## src/logic/vpd_consts.svh

```systemverilog
// timing and coding constants of the downlink pulse position decoder
`ifndef VPD_CONSTS_SVH
`define VPD_CONSTS_SVH

// carrier cycles per slot and half slot
`define VPD_SLOT_FC      16'h0100
`define VPD_HALF_FC      8'h80
// last carrier count of a 1-of-4 symbol (4 slots)
`define VPD_SYM4_LAST    10'h3FF
// last carrier count of a 1-of-256 symbol (256 slots)
`define VPD_SYM256_LAST  16'hFFFF
// pause-to-pause spacing of the two start patterns and the end pattern
`define VPD_SOF4_GAP     16'h0280
`define VPD_SOF256_GAP   16'h0300
`define VPD_EOF_GAP      16'h0280
// accepted deviation on a delimiter spacing
`define VPD_GAP_TOL      16'h0020
// length of the start pattern, counted from its first pause
`define VPD_SOF_LEN      16'h0400

// local clock period and readiness times
`define VPD_CLK_NS       8
`define VPD_T_PWRUP_NS   100000
`define VPD_T_TURN_NS    311500
`define VPD_PWRUP_CYC    ((`VPD_T_PWRUP_NS + `VPD_CLK_NS - 1) / `VPD_CLK_NS)
`define VPD_TURN_CYC     ((`VPD_T_TURN_NS + `VPD_CLK_NS - 1) / `VPD_CLK_NS)

`endif

```

## src/logic/vpd_pkg.sv

```systemverilog
// types shared by the downlink decoder
package vpd_pkg;

   typedef enum logic
   {
      VPD_MODE_4,
      VPD_MODE_256
   } vpd_mode_t;

   typedef enum logic [2:0]
   {
      VPD_S_OFF,
      VPD_S_PWR,
      VPD_S_IDLE,
      VPD_S_SOF,
      VPD_S_SOFT,
      VPD_S_DATA,
      VPD_S_EOF,
      VPD_S_WAIT
   } vpd_state_t;

   typedef struct packed
   {
      logic [7:0] data;
      logic       byte_valid;
      logic       frame_start;
      logic       frame_end;
      logic       frame_error;
      vpd_mode_t  mode;
   } vpd_evt_t;

endpackage

```

## src/logic/vpd_decoder.sv

```systemverilog
// downlink pulse position decoder of the vicinity tag receiver
`timescale 1ns/1ps
`default_nettype none
`include "vpd_consts.svh"

module vpd_decoder
#(
   parameter int unsigned PWRUP_CYC = `VPD_PWRUP_CYC,
   parameter int unsigned TURN_CYC  = `VPD_TURN_CYC
)
(
   input  wire logic             ref_clk,
   input  wire logic             nrst,
   input  wire logic             carrier_clk,
   input  wire logic             pause_n,
   input  wire logic             field_on,
   input  wire logic             resp_done,
   output var  logic             rx_ready,
   output var  vpd_pkg::vpd_evt_t rx_evt
);

   localparam int unsigned TW = 20;
   if (PWRUP_CYC < 9 || PWRUP_CYC >= (1 << TW))
      $error("PWRUP_CYC out of range");
   if (TURN_CYC < 9 || TURN_CYC >= (1 << TW))
      $error("TURN_CYC out of range");

   ////////////////////////////////////////////////////////////////////////
   logic field_lvl;
   logic field_rise;
   logic ce;
   logic pf;
   vpd_pin_sync u_car
   (
      .ref_clk (ref_clk),
      .nrst    (nrst),
      .din     (carrier_clk),
      .lvl     (),
      .rise    (ce),
      .fall    ()
   );
   vpd_pin_sync u_pause
   (
      .ref_clk (ref_clk),
      .nrst    (nrst),
      .din     (pause_n),
      .lvl     (),
      .rise    (),
      .fall    (pf)
   );
   vpd_pin_sync u_field
   (
      .ref_clk (ref_clk),
      .nrst    (nrst),
      .din     (field_on),
      .lvl     (field_lvl),
      .rise    (field_rise),
      .fall    ()
   );

   ////////////////////////////////////////////////////////////////////////
   vpd_pkg::vpd_state_t state_q;
   vpd_pkg::vpd_state_t state_d;
   vpd_pkg::vpd_mode_t  mode_q;
   vpd_pkg::vpd_mode_t  mode_d;
   vpd_pkg::vpd_evt_t   evt_d;
   logic [15:0]         cnt_q;
   logic [15:0]         cnt_d;
   logic [7:0]          shf_q;
   logic [7:0]          shf_d;
   logic [1:0]          pairs_q;
   logic [1:0]          pairs_d;
   logic                seen_q;
   logic                seen_d;
   logic [TW-1:0]       tmr_q;
   logic [TW-1:0]       tmr_d;
   logic                ready_d;
   logic [15:0]         pos;

   assign pos = cnt_q + {15'h0000, ce}; // includes a rise seen with a pause
   always_comb
   begin
      logic [7:0] slot;
      logic       wrap;
      slot    = 8'h00;
      wrap    = 1'b0;
      state_d = state_q;
      mode_d  = mode_q;
      cnt_d   = cnt_q;
      shf_d   = shf_q;
      pairs_d = pairs_q;
      seen_d  = seen_q;
      tmr_d   = tmr_q;
      evt_d   = '0;
      evt_d.data = rx_evt.data;
      // pause positions are measured in recovered carrier cycles
      if (ce)
         cnt_d = cnt_q + 16'h0001;
      case (state_q)
         vpd_pkg::VPD_S_OFF:
         begin
            if (field_lvl)
            begin
               state_d = vpd_pkg::VPD_S_PWR;
               tmr_d   = TW'(PWRUP_CYC - 1);
            end
         end
         vpd_pkg::VPD_S_PWR, vpd_pkg::VPD_S_IDLE:
         begin
            // no frame is taken before the power-up or turnaround time
            if (state_q == vpd_pkg::VPD_S_PWR)
            begin
               tmr_d = tmr_q - TW'(1);
               if (tmr_q == '0)
                  state_d = vpd_pkg::VPD_S_IDLE;
            end
            else if (pf)
            begin
               state_d = vpd_pkg::VPD_S_SOF;
               cnt_d   = 16'h0000;
            end
         end
         vpd_pkg::VPD_S_SOF:
         begin
            // second pause spacing picks the mode afresh per frame
            if (pf)
            begin
               evt_d.frame_start = 1'b1;
               state_d = vpd_pkg::VPD_S_SOFT;
               if (cnt_q >= `VPD_SOF4_GAP - `VPD_GAP_TOL &&
                   cnt_q <= `VPD_SOF4_GAP + `VPD_GAP_TOL)
                  mode_d = vpd_pkg::VPD_MODE_4;
               else if (cnt_q >= `VPD_SOF256_GAP - `VPD_GAP_TOL &&
                        cnt_q <= `VPD_SOF256_GAP + `VPD_GAP_TOL)
                  mode_d = vpd_pkg::VPD_MODE_256;
               else
               begin
                  evt_d.frame_start = 1'b0;
                  evt_d.frame_error = 1'b1;
                  state_d = vpd_pkg::VPD_S_IDLE;
               end
            end
            else if (cnt_q > `VPD_SOF256_GAP + `VPD_GAP_TOL)
            begin
               evt_d.frame_error = 1'b1;
               state_d = vpd_pkg::VPD_S_IDLE;
            end
         end
         vpd_pkg::VPD_S_SOFT:
         begin
            if (pf)
            begin
               evt_d.frame_error = 1'b1;
               state_d = vpd_pkg::VPD_S_IDLE;
            end
            else if (cnt_q == `VPD_SOF_LEN)
            begin
               state_d = vpd_pkg::VPD_S_DATA;
               cnt_d   = 16'h0000;
               seen_d  = 1'b0;
               pairs_d = 2'b00;
            end
         end
         vpd_pkg::VPD_S_DATA:
         begin
            // depth of the pause does not matter, only its leading edge
            slot = (mode_q == vpd_pkg::VPD_MODE_4) ? {6'h00, pos[9:8]}
                                                   : pos[15:8];
            wrap = ce && ((mode_q == vpd_pkg::VPD_MODE_4) ?
                          cnt_q[9:0] == `VPD_SYM4_LAST :
                          cnt_q == `VPD_SYM256_LAST);
            if (pf && pos[7:0] < `VPD_HALF_FC && (wrap ? seen_q : !seen_q))
            begin
               // symbol-start pause after a full symbol opens end pattern
               state_d = vpd_pkg::VPD_S_EOF;
               cnt_d   = 16'h0000;
            end
            else if (pf && !seen_q && !wrap)
            begin
               // data pause sits in the second half of its slot
               seen_d = 1'b1;
               if (mode_q == vpd_pkg::VPD_MODE_256)
               begin
                  evt_d.data       = slot;
                  evt_d.byte_valid = 1'b1;
               end
               else
               begin
                  shf_d   = {slot[1:0], shf_q[7:2]};
                  pairs_d = pairs_q + 2'b01;
                  if (pairs_q == 2'b11)
                  begin
                     evt_d.data       = {slot[1:0], shf_q[7:2]};
                     evt_d.byte_valid = 1'b1;
                  end
               end
            end
            else if (pf || (wrap && !seen_q))
            begin
               evt_d.frame_error = 1'b1;
               state_d = vpd_pkg::VPD_S_IDLE;
            end
            if (wrap && state_d == vpd_pkg::VPD_S_DATA)
            begin
               cnt_d  = 16'h0000;
               seen_d = 1'b0;
            end
         end
         vpd_pkg::VPD_S_EOF:
         begin
            if (pf && pairs_q == 2'b00 &&
                cnt_q >= `VPD_EOF_GAP - `VPD_GAP_TOL &&
                cnt_q <= `VPD_EOF_GAP + `VPD_GAP_TOL)
            begin
               evt_d.frame_end = 1'b1;
               state_d = vpd_pkg::VPD_S_WAIT;
            end
            else if (pf || cnt_q > `VPD_EOF_GAP + `VPD_GAP_TOL)
            begin
               evt_d.frame_error = 1'b1;
               state_d = vpd_pkg::VPD_S_IDLE;
            end
         end
         vpd_pkg::VPD_S_WAIT:
         begin
            // the tag answers before the reader may talk again
            if (resp_done)
            begin
               state_d = vpd_pkg::VPD_S_PWR;
               tmr_d   = TW'(TURN_CYC - 1);
            end
         end
         default:
            state_d = vpd_pkg::VPD_S_OFF;
      endcase
      if (!field_lvl)
         state_d = vpd_pkg::VPD_S_OFF;
      evt_d.mode = mode_d;
      ready_d    = (state_d == vpd_pkg::VPD_S_IDLE);
   end
   always_ff @(posedge ref_clk or negedge nrst)
   begin
      if (!nrst)
      begin
         state_q  <= vpd_pkg::VPD_S_OFF;
         mode_q   <= vpd_pkg::VPD_MODE_4;
         cnt_q    <= 16'h0000;
         shf_q    <= 8'h00;
         pairs_q  <= 2'b00;
         seen_q   <= 1'b0;
         tmr_q    <= '0;
         rx_ready <= 1'b0;
         rx_evt   <= '0;
      end
      else
      begin
         state_q  <= state_d;
         mode_q   <= mode_d;
         cnt_q    <= cnt_d;
         shf_q    <= shf_d;
         pairs_q  <= pairs_d;
         seen_q   <= seen_d;
         tmr_q    <= tmr_d;
         rx_ready <= ready_d;
         rx_evt   <= evt_d;
      end
   end
endmodule
`default_nettype wire

```

## src/logic/vpd_pin_sync.sv

```systemverilog
// three-stage pin synchroniser with filtered level and edge pulses
`timescale 1ns/1ps
`default_nettype none

module vpd_pin_sync
(
   input  wire logic ref_clk,
   input  wire logic nrst,
   input  wire logic din,
   output var  logic lvl,
   output var  logic rise,
   output var  logic fall
);

   logic s1_q;
   logic s2_q;
   logic s3_q;
   logic lvl_d;

   // level follows only once stages two and three agree
   always_comb
   begin
      lvl_d = (s2_q == s3_q) ? s3_q : lvl;
   end

   always_ff @(posedge ref_clk or negedge nrst)
   begin
      if (!nrst)
      begin
         s1_q <= 1'b0;
         s2_q <= 1'b0;
         s3_q <= 1'b0;
         lvl  <= 1'b0;
         rise <= 1'b0;
         fall <= 1'b0;
      end
      else
      begin
         s1_q <= din;
         s2_q <= s1_q;
         s3_q <= s2_q;
         lvl  <= lvl_d;
         rise <= lvl_d & ~lvl;
         fall <= ~lvl_d & lvl;
      end
   end

endmodule

`default_nettype wire

```

## config.mk

```make
export PLATFORM = sky130hd
export DESIGN_NAME = vpd_decoder
export DESIGN_NICKNAME = d
export VERILOG_FILES = /design/src/logic/vpd_pkg.sv /design/src/logic/vpd_decoder.sv /design/src/logic/vpd_pin_sync.sv
export VERILOG_INCLUDE_DIRS = /design/src /design/src/logic
export SDC_FILE = /design/constraint.sdc
export NUM_CORES = 1
export LEC_CHECK = 0
export BUFFER_PORTS_ARGS = -buffer_cell sky130_fd_sc_hd__buf_2
export CORE_MARGIN = 8
export CORE_UTILIZATION = 45
export CTS_CLUSTER_DIAMETER = 80
export DETAILED_ROUTE_END_ITERATION = 8
export GPL_ROUTABILITY_DRIVEN = 0
export HOLD_SLACK_MARGIN = 0.1
export PLACE_DENSITY = 0.69
export SLEW_MARGIN = 20
export SYNTH_ARGS = -nofsm -noshare
export SYNTH_HDL_FRONTEND = slang
export SYNTH_HIERARCHICAL = 1
export SYNTH_SLANG_ARGS = --single-unit
```

## constraint.sdc

```tcl
create_clock -name ref_clk -period 4.62 [get_ports ref_clk]
set_clock_uncertainty 0.1 [all_clocks]
set_input_delay 0.924 -clock ref_clk [delete_from_list [all_inputs] [get_ports ref_clk]]
set_output_delay 0.924 -clock ref_clk [all_outputs]
set_load 0.1 [all_outputs]
```

==> results of run 1 <==
==> power breakdown <==
part | leakage [nW] | internal, W | switching, W
registers | 0.993 | 0.000705 | 0.0000574
clock network | 0.105 | 0.000305 | 0.000240
logic | 0.870 | 0.0000610 | 0.0000923
==> flip-flops by register name, summed over array words and instances, names as in the netlist, 2 cells and up <==
signal,count
cnt_q,16
pairs_q,2
rx_evt,12
shf_q,6
state_q,3
tmr_q,20
==> per-layer routing <==
layer  vias up  GRT usage, %
met1      1586          18.6
met2        60          23.7
met4         0          6.47
li1       1601             -
met5         -             0
met3        13          3.19
==> worst max-delay path, stage by stage, from the launching register on <==
cell and delay (ns):
sky130_fd_sc_hd__dfrtp_1 0.48, sky130_fd_sc_hd__ha_1 0.21, sky130_fd_sc_hd__and4_1 0.28, sky130_fd_sc_hd__and4_1 0.35
sky130_fd_sc_hd__nand2_1 0.17, sky130_fd_sc_hd__inv_1 0.15, sky130_fd_sc_hd__ha_1 0.25, sky130_fd_sc_hd__and3_1 0.14
sky130_fd_sc_hd__and3_1 0.19, sky130_fd_sc_hd__nor4_2 0.52, sky130_fd_sc_hd__nand2_1 0.33, sky130_fd_sc_hd__nor2_1 0.23
sky130_fd_sc_hd__mux2_2 0.35
==> worst min-delay path by stage <==
stage,startpoint,end,cells after the start
final,u_car/s1_q,u_car/s2_q,0
after detailed placement,u_car/s1_q,u_car/s2_q,0
after floorplan,u_car/s1_q,u_car/s2_q,0
after global placement,u_car/s1_q,u_car/s2_q,0
after CTS,u_car/s1_q,u_car/s2_q,0
after global routing,u_field/s1_q,u_field/s2_q,0
==> cell usage in the layout, fill, tap and decap left out, drive strengths merged, types with 6 or more instances in the layout <==
cell / count
clkbuf: 12
and3: 10
nand3: 11
o21ai: 24
nor2b: 8
nand2: 36
ha: 7
xnor2: 20
nand2b: 8
buf: 21
xor2: 10
nor3: 19
inv: 15
a21oi: 18
nor4: 9
or3: 6
o211ai: 6
nand4: 6
dfrtp: 76
nor2: 59
==> per-stage QoR <==
| step | utilization, % | power [W] | setup slack, ns | hold WS (ns) | instances |
|---|---|---|---|---|---|
| floorplan | - | 0.000878 | 1.19 | 0.231 | 445 |
| global placement | 46.8 | 0.000919 | 0.930 | 0.235 | 550 |
| detailed placement | 46.8 | 0.000929 | 0.786 | 0.237 | 550 |
| CTS | 49.2 | 0.00148 | 0.770 | 0.255 | 566 |
| global route | 49.2 | 0.00154 | 0.401 | 0.260 | 566 |
| finish | 49.2 | 0.00146 | 0.767 | 0.252 | 566 |
==> final cells by class <==
cell class / instances / share of cell area [%]
clock buffers: 12 / 3.03
clock inverters: 4 / 1.66
inverters: 15 / 1.26
multi-input cells: 327 / 45.7
flip-flops and latches: 76 / 42.7
well taps: 111 / 3.12
repair buffers: 21 / 2.53
==> results.txt, run 1 <==
TritonCTS built the clock tree. The setup path with the least slack is of type reg -> reg. In the final layout, the multi-input gates occupy 2040 um^2. Counting every sink on the clock net gives 76. In this run the critical register-to-register path is launched from cnt_q[1].

In the detailed route, the total length drawn on met2 is 3970 um. The leakage power came out at 1.97 nW. Setup violations remaining at the end of the flow were counted as 0.

The final layout contains 463 nets. For the total number of vias, the log shows 3260. The post-cts sizing count came out at 0. The die is 112 um wide. Buffers inserted to repair hold after CTS numbered 0.

The final critical path takes up 83.4% of the cycle. The first detailed-routing pass took 4 iterations. Headroom to the max-slew limit came out at 37.7%. The H-tree generated during clock tree synthesis spans 3 levels. The tools report the number of buffers added for setup after CTS as 0.

The tools report the max-slew violation count as 0. The tools report the net count after synthesis as 458. STA classifies the critical path endpoint as a flip-flop. Final critical delay including setup and external delays: 3.85 ns. Uppermost layer routed: met4. The run gives 8590 um as the routed wire length. The number of violations reported at the end of detailed-routing iteration 0 was 198; the die height was 112 um. Adding up every negative setup slack in the final design gives 0 ns.

The logs give 0 for the number of antenna violations at the first check in global routing and 0 for the total congestion overflow after global routing. In this run the worst setup path begins at cnt_q[1]. In the final routed layout, each cell accounts on average for 15.2 um.

0 antenna diodes ended up in the layout. The finished cells cover 4460 um^2. After detailed routing, the met3 layer carries 348 um of wire.

The placed instances occupy a cell area of 4250 um^2. The region available for standard cell placement spans 9060 um^2. The run finished with clean final reports.

20 I/O pins were placed. Counting cells, the worst reg-to-reg path comes to 12. Relative to the synthesized area, the layout overhead comes to 8.50%. For this run, design rule violations remaining after detail routing come to 0.

The highest fanout seen on the critical path came out at 9. In this run the worst setup path terminates at rx_evt[8]. The post-detailed-route via-to-cell ratio was 5.76. In the final layout, the share of cells above drive strength 1 is 12.1%.

After floorplanning, the core was divided into 35 placement rows. STA puts the critical path data required time at 4.76 ns. The post-detailed-placement half-perimeter wirelength was 5940 um.

Across all register-to-register paths, the minimum setup slack is 0.77 ns. The launching element type of the critical path is a flip-flop. Count of port buffers added during placement: 19. Entering global routing, the biggest net connects 77 pins. The measured slew at the worst slew-check pin was 0.934 ns.

The layout has 869 filler cells. The count of nets left with antenna violations once routing finished came out at 0. During synthesis, Yosys emitted a total of 6 warnings. For the routed metal-1 wirelength, the log shows 4110 um. Clock tree synthesis inserted a total of 9 buffers.

The run gives 0 as the count of final hold-check violations. Synthesis produced a netlist whose cell count is 445. Global routing used 14.7% of the available tracks across all layers. Setup repair after global routing left no endpoint under its margin.

The logs give 0.35 ns for the source-to-sink clock delay at the later pin of the worst-skew pair and 45.3% for the effective utilization at floorplan. The power density over cell area works out to 328 nW/um^2. The area used by sequential logic in the layout came out at 1900 um^2.

The run gives 4110 um^2 as the post-synthesis instance area. The tools report the root buffer cell as sky130_fd_sc_hd__clkbuf_8. The logs give 3192 for the via count of the first global-routing pass and 3.99 ns for the data arrival time at the worst-slack endpoint. Static timing analysis puts the maximum clock frequency at 260 MHz. The path class of the tightest hold or removal check is reg -> reg. The logs give 0 for the max-capacitance violation count and 2 for the buffer levels on the longest clock path. The first global-routing pass estimated 15200 um of wire. The worst-case IR drop observed on VDD is 164 uV.

Dividing the synthesized area by the synthesized cell count gives 9.23 um^2. The worst flop-to-flop path endpoint was rx_evt[8]. The floorplan step defined a die boundary enclosing 12400 um^2.

After clock tree synthesis, the clock-pin slew on the worst setup and hold paths is 0.08 ns.
(Power assumes the default switching activity.)
==> run 2, diff against run 1 <==
Settings changed: PLACE_DENSITY 0.69 to 0.72.
Clock period 4.62 ns to 3.4 ns, I/O delays scaled along.
==> run 2 against run 1 <==
  * First-iteration DRC count up 5.1%
  * Core utilization up 1.4 points
  * Sequential power up 36%
  * Final cell count up 2.3%
  * Maximum frequency up 20%
==> results.txt, run 2 (synthesis results as in run 1) <==
The run finished with clean final reports. The highest fanout seen on the critical path works out to 9 (unchanged). The path category of the worst min-delay check is reg -> reg (unchanged).

The count of port buffers added during placement is 19 (unchanged), and the total DRC errors in the routed layout is 0 (unchanged). Kind of cell adding the most delay to the critical path: simple AND/OR/NAND/NOR gates (unchanged). The launching element type of the critical path was a flip-flop (unchanged).

For the max-slew violation count, the log shows 0 (unchanged). The power density over cell area was 439 nW/um^2 (was 328 nW/um^2). The run gives 37.3% (about the same) as the proportion of power drawn by the clock network.

For the global-route usage over all layers, the log shows 15.1% (was 14.7%). For the routed wire length, the log shows 8900 um (was 8590 um). Die height: 112 um (unchanged).

The most frequent standard cell in the layout excluding fill and tap cells is sky130_fd_sc_hd__dfrtp_1 (unchanged). Setup repair after global routing left no endpoint under its margin. Highest cell delay on the worst timing path: 0.44 ns (was 0.52 ns). The source-to-sink clock delay at the later pin of the worst-skew pair is 0.35 ns (about the same). The highest-delay cell along the critical path is sky130_fd_sc_hd__dfrtp_2 (was sky130_fd_sc_hd__nor4_2). The worst slew margin relative to its limit came out at 37.0% (was 37.7%). For the cell count after placement, the log shows 563 (was 550). The register bank with the most flops was tmr_q (unchanged). The number of buffers inserted for hold repair after clock tree synthesis is 0 (unchanged). For the data required time of the critical path, the log shows 3.58 ns (was 4.76 ns).

The critical path start-end classification is reg -> reg (unchanged). TritonCTS built the clock tree. The core box area is 9060 um^2 (unchanged). Max-capacitance violation count: 0 (unchanged). The wire length per cell was 15.4 um (was 15.2 um); the count of final hold-check violations was 0 (unchanged). The width of the die is 112 um (unchanged), and the number of instances on the worst hold path is 0 (unchanged). The combinational fraction of design power is 11.1% (was 10.5%), and the number of violations reported at the end of detailed-routing iteration 0 is 208 (was 198). The iteration count of the initial detailed-routing pass was 5 (was 4); the post-detailed-route via-to-cell ratio was 5.76 (about the same). The tools report the via count of the first global-routing pass as 3302 (was 3192).

Total buffers and inverters traversed by the critical path: 2 (was 1). The measured slew at the worst slew-check pin is 0.946 ns (was 0.934 ns), and the fraction of final layout cells with drive strength greater than 1 is 15.6% (was 12.1%). The final-stage net count was 476 (was 463); the final critical delay including setup and external delays was 3.21 ns (was 3.85 ns).

Wire length of the first global-routing pass: 15600 um (was 15200 um). Sequential fraction of design power: 51.6% (was 52.2%). The post-layout instance count excluding filler cells is 579 (was 566), and the net switching power is 0.000527 W (was 0.000390 W). The root buffer cell was sky130_fd_sc_hd__clkbuf_8 (unchanged).

The tools report the launching point of the worst reg2reg path as cnt_q[1] (unchanged). The share of the cycle needed by the critical path after routing is 94.4% (was 83.4%), and the number of H-tree levels is 3 (unchanged). The run gives 0 (unchanged) as the total congestion overflow after global routing. The worst flop-to-flop path endpoint was rx_evt[12] (was rx_evt[8]). The final number of setup-violating endpoints came out at 0 (unchanged). The logs give 0.00148 W (was 0.00107 W) for the design internal power and 20 (unchanged) for the I/O pin count.

The post-detailed-placement half-perimeter wirelength is 6270 um (was 5940 um). The cell seen most often among critical-path stages is sky130_fd_sc_hd__nand2_1. The count of nets left with antenna violations after detail routing was 0 (unchanged). For the number of antenna cells inserted, the log shows 0 (unchanged). The effective utilization at floorplan is 45.3% (unchanged).

The floorplan die area came out at 12400 um^2 (unchanged). End point of the most critical hold path: u_car/s2_q (unchanged). The depth of the worst register-to-register path was 13 (was 12); the row count was 35 (unchanged).

The leakage power was 2.04 nW (was 1.97 nW). Number of buffers added by the clock tree synthesis step: 9 (unchanged). The tools report the critical path capture point type as a flip-flop (unchanged). The worst-case register-to-register setup slack was 0.19 ns (was 0.77 ns); the number of buffers added for setup after CTS was 0 (unchanged). Critical path, cell by cell: ha_1 > and4_1 > and4_1 > nand2_1 > inv_1 > ha_1 > and3_1 > and3_1 > nor4_4 > nand2_1 > buf_4 > o32a_1 > nand2_1 (was ha_1 > and4_1 > and4_1 > nand2_1 > inv_1 > ha_1 > and3_1 > and3_1 > nor4_2 > nand2_1 > nor2_1 > mux2_2). Leading cell types in the layout, fill and taps excluded: sky130_fd_sc_hd__dfrtp_1 (74), sky130_fd_sc_hd__nor2_1 (58), sky130_fd_sc_hd__nand2_1 (35) (was sky130_fd_sc_hd__dfrtp_1 (76), sky130_fd_sc_hd__nor2_1 (59), sky130_fd_sc_hd__nand2_1 (36)). The clock-pin transition on the worst setup and hold timing paths came out at 0.07 ns (was 0.08 ns). The area added between synthesis and finish is 11.5% (was 8.50%), and the switching power share of the total is 26.2% (was 26.7%). Start point of the worst hold path: u_car/s1_q (unchanged).

For the total number of vias, the log shows 3337 (was 3260). Largest regs: tmr_q x20, cnt_q x16, rx_evt x12 (unchanged). The top achievable clock speed is 312 MHz (was 260 MHz), and the clock net sink count is 76 (unchanged).

The number of flip-flops in the largest register came out at 20 (unchanged). The buffer levels on the longest clock path is 2 (unchanged). Number of antenna violations at the first check in global routing: 0 (unchanged).

The logs give 0 ns (unchanged) for the final-layout setup total negative slack and 77 (unchanged) for the pin count of the biggest net entering global routing. The tools report the peak supply drop as 234 uV (was 164 uV). Data arrival time at the worst-slack endpoint: 3.39 ns (was 3.99 ns).
==> run 2: worst register-to-register path, delay by kind of cell, from the launching register on <==
kind            cells  cell delay [ns]
compound gates      1             0.34
simple gates        8             1.47
flops               1             0.44
fa+ha+maj           2             0.47
buf+inv             2             0.33
==> run 2: cell type report <==
type | instances | area (um^2)
Fill cell | 830 | 4490
Timing Repair Buffer | 34 | 210
Sequential cell | 76 | 1900
Clock buffer | 12 | 145
Tap cell | 111 | 139
Clock inverter | 4 | 72.6
Inverter | 15 | 56.3
Multi-Input combinational cell | 327 | 2050
==> run 2: repair_timing <==
action                                 in CTS  in global routing
setup endpoints to repair                   0                 28
resized for setup                           0                  4
endpoints found under the hold margin       0                  0
==> run 2: stage by stage <==
stage | utilization (%) | setup slack [ns] | power [W] | instance area, um^2 | hold slack, ns
final | 50.5 | 0.190 | 0.00201 | 4580 | 0.251
after global routing | 50.5 | 0.00910 | 0.00212 | 4580 | 0.260
after CTS | 50.4 | 0.125 | 0.00203 | 4570 | 0.252
after detailed placement | 48.0 | 0.145 | 0.00127 | 4350 | 0.235
after global placement | 48.0 | 0.277 | 0.00126 | 4350 | 0.234
after floorplan | - | 0.0862 | 0.00119 | 4120 | 0.231
==> run 2: per-layer routing <==
layer  vias to the layer above  routed length (um)  global-route usage (%)
met4                         0                 142                    5.38
met5                         -                   0                       0
met3                        17                 458                    3.95
li1                       1626                   -                       -
met2                        79                4270                    25.3
met1                      1615                4030                    18.4
==> run 2: power by group through the flow <==
stage / sequential, W / combinational, W / clock, W
finish: 0.00104 / 0.000224 / 0.000750
global route: 0.00105 / 0.000258 / 0.000813
CTS: 0.00103 / 0.000224 / 0.000775
detailed placement: 0.00105 / 0.000223 / 0
global placement: 0.00104 / 0.000212 / 0
floorplan: 0.00102 / 0.000173 / 0
==> run 2: how the worst max path moves through the flow <==
stage | startpoint | to | cells after the start | slack, ns
final | cnt_q[1] | rx_evt[12] | 13 | 0.19
after CTS | cnt_q[1] | rx_evt[12] | 13 | 0.13
after detailed placement | cnt_q[1] | rx_evt[8] | 12 | 0.15
after floorplan | cnt_q[0] | rx_evt[8] | 13 | 0.09
after global routing | cnt_q[0] | rx_evt[12] | 13 | 0.009
after global placement | cnt_q[1] | rx_evt[12] | 13 | 0.28
==> run 3, diff against run 2 <==
Settings changed: BUFFER_PORTS_ARGS -buffer_cell sky130_fd_sc_hd__buf_2 to not set, CORE_UTILIZATION 45 to 50, DONT_BUFFER_PORTS set to 1, PLACE_DENSITY 0.72 to 0.76.
==> run 3 against run 2 <==
  * Register-to-register slack got worse by 0.03 ns
  * Power grew 1.2%
  * Critical endpoint is now rx_evt[7]
  * Clock power increased by 2.8%
  * Critical path type unchanged
  * Highest routed layer unchanged
  * Combinational power up 8%
==> results.txt, run 3 (synthesis results as in run 1) <==
The flow ran to the end, and the final reports show no timing, DRC or antenna violations. The buffer levels on the longest clock path is 2 (unchanged), and the final critical delay including setup and external delays is 3.24 ns (was 3.21 ns). For the number of antenna cells inserted, the log shows 0 (unchanged).

Number of violations reported at the end of detailed-routing iteration 0: 242 (was 208). Clock-pin transition on the worst setup and hold timing paths: 0.08 ns (was 0.07 ns). The global-route usage over all layers was 16.2% (was 15.1%). The most frequent standard cell in the layout excluding fill and tap cells was sky130_fd_sc_hd__dfrtp_1 (unchanged). The total of fill cells in the finished design came out at 738 (was 830). Wire length of the first global-routing pass: 15300 um (was 15600 um).

The via count of the first global-routing pass is 3244 (was 3302). The worst slack after detailed placement was 0.160 ns (was 0.145 ns). The max-capacitance violation count is 0 (unchanged).

The total number of vias came out at 3272 (was 3337). Highest cell delay on the worst timing path: 0.46 ns (was 0.44 ns). Largest regs: tmr_q x20, cnt_q x16, rx_evt x12 (unchanged). Highest-delay cell along the critical path: sky130_fd_sc_hd__dfrtp_2 (unchanged). The tools report the pin count of the biggest net entering global routing as 77 (unchanged). The max-slew violation count was 0 (unchanged); the die height was 107 um (was 112 um).

The count of final hold-check violations is 0 (unchanged). The number of flip-flops in the largest register came out at 20 (unchanged). The peak supply drop was 265 uV (was 234 uV); the post-detailed-placement half-perimeter wirelength was 6110 um (was 6270 um).

The run gives 50.7% (was 45.3%) as the effective utilization at floorplan. Setup repair after global routing left no endpoint under its margin. The run gives 1.94 nW (was 2.04 nW) as the leakage power. The share of the cycle needed by the critical path after routing was 95.2% (was 94.4%). For the worst slew margin relative to its limit, the log shows 35.3% (was 37.0%). The floorplan die area is 11400 um^2 (was 12400 um^2). The tools report the number of antenna violations at the first check in global routing as 0 (unchanged). The routed wire length is 8810 um (was 8900 um), and the final-layout setup total negative slack is 0 ns (unchanged). The root buffer cell was sky130_fd_sc_hd__clkbuf_8 (unchanged). The data required time of the critical path was 3.54 ns (was 3.58 ns); the core box area was 8090 um^2 (was 9060 um^2).

The area added between synthesis and finish was 9.51% (was 11.5%). The count of nets left with antenna violations after detail routing was 0 (unchanged). The register bank with the most flops was tmr_q (unchanged). The highest fanout seen on the critical path was 8 (was 9). The fraction of final layout cells with drive strength greater than 1 was 12.3% (was 15.6%); the final worst setup slack was 0.164 ns (was 0.190 ns). The post-detailed-route via-to-cell ratio is 5.92 (was 5.76). TritonCTS built the clock tree.

The data arrival time at the worst-slack endpoint is 3.37 ns (was 3.39 ns), and the measured slew at the worst slew-check pin is 0.970 ns (was 0.946 ns). The I/O pin count came out at 20 (unchanged). The critical path capture point type is a flip-flop (unchanged). The source-to-sink clock delay at the later pin of the worst-skew pair was 0.35 ns (about the same); the final number of setup-violating endpoints was 0 (unchanged). The number of H-tree levels came out at 3 (unchanged). The iteration count of the initial detailed-routing pass is 7 (was 5).

Path category of the worst min-delay check: in -> async (was reg -> reg). The total congestion overflow after global routing is 0 (unchanged). The width of the die is 107 um (was 112 um). The number of buffers added for setup after CTS is 0 (unchanged).

Critical path start-end classification: reg -> reg (unchanged). The row count is 33 (was 35). The power density over cell area came out at 453 nW/um^2 (was 439 nW/um^2). Critical path, cell by cell: ha_1 > and4_1 > and4_1 > nand2_1 > inv_1 > ha_1 > and3_1 > and3_1 > nor4_4 > buf_4 > nand3_1 > o22ai_1 > nor3_1 (was ha_1 > and4_1 > and4_1 > nand2_1 > inv_1 > ha_1 > and3_1 > and3_1 > nor4_4 > nand2_1 > buf_4 > o32a_1 > nand2_1).

The number of buffers added by the clock tree synthesis step came out at 9 (unchanged). The clock net sink count came out at 76 (unchanged). Leading cell types in the layout, fill and taps excluded: sky130_fd_sc_hd__dfrtp_1 (75), sky130_fd_sc_hd__nor2_1 (58), sky130_fd_sc_hd__nand2_1 (35) (was sky130_fd_sc_hd__dfrtp_1 (74), sky130_fd_sc_hd__nor2_1 (58), sky130_fd_sc_hd__nand2_1 (35)). The launching element type of the critical path was a flip-flop (unchanged).

The count of port buffers added during placement came out at 0 (was 19). The top achievable clock speed is 309 MHz (was 312 MHz). The run gives 0 (unchanged) as the total DRC errors in the routed layout.

The wire length per cell works out to 15.9 um (was 15.4 um). The final-stage net count is 456 (was 476).
## run 3: cell count changes in the layout (fill, tap and decap cells not counted), sizes merged
cell / before / now
buf: 34 / 14
clkbuf: 12 / 10
clkinvlp: 1 / 3
## run 3: per-stage QoR
step                hold slack [ns]  power (W)  instance area, um^2  instances  utilization (%)
finish                        0.112    0.00204                 4500        553             55.6
global route                  0.136    0.00213                 4500        553             55.6
CTS                           0.125    0.00205                 4490        553             55.4
detailed placement            0.241    0.00126                 4230        536             52.3
global placement              0.232    0.00124                 4230        536             52.3
floorplan                     0.231    0.00119                 4120        445                -
## run 3: layout make-up
cell class                 instances  area (um^2)  share of cell area (%)
clock buffer                      10          138                    3.06
clock inverter                     6         87.6                    1.95
inverter                          15         56.3                    1.25
multi-input combinational        327         2060                    45.7
sequential                        76         1900                    42.3
tap                              105          131                    2.92
timing repair buffer              14          125                    2.78
## run 3: routing by layer
layer / global-route usage [%] / vias to the layer above / share of wire (%)
li1: - / 1573 / -
met1: 20.2 / 1594 / 43
met2: 26.4 / 88 / 49
met3: 4.56 / 17 / 5.8
met4: 5.73 / 0 / 1.7
met5: 0 / - / 0
## run 3: critical path, delay by kind of cell (launching register included)
| family | cells | cell delay (ns) |
|---|---|---|
| AO/OA/AOI/OAI | 1 | 0.22 |
| buffers and inverters | 2 | 0.31 |
| flip-flops | 1 | 0.46 |
| adder cells (fa/ha/maj) | 2 | 0.53 |
| AND/OR/NAND/NOR | 8 | 1.52 |
## run 3: what timing repair did
action,4_1_cts,5_1_grt
endpoints found under the hold margin,76,0
setup endpoints to repair,0,13
gates resized for setup,0,4
hold buffers,1,0
## run 3: path summary, 6_finish.rpt
path	startpoint	cells after the start	slack [ns]	end
max in group asynchronous	nrst	1	2.78	cnt_q[0]
worst max register to register	cnt_q[0]	13	0.16	rx_evt[7]
worst min-delay path	nrst	1	0.11	cnt_q[12]
worst max-delay path	cnt_q[0]	13	0.16	rx_evt[7]
min in group ref_clk	field_on	0	0.25	u_field/s1_q
worst min register to register	u_car/s1_q	0	0.26	u_car/s2_q
## run 3: power by group
part,internal (W),leakage (nW),switching (W)
Combinational,0.0000975,0.843,0.000144
Sequential,0.000960,0.992,0.0000644
Clock,0.000432,0.105,0.000339
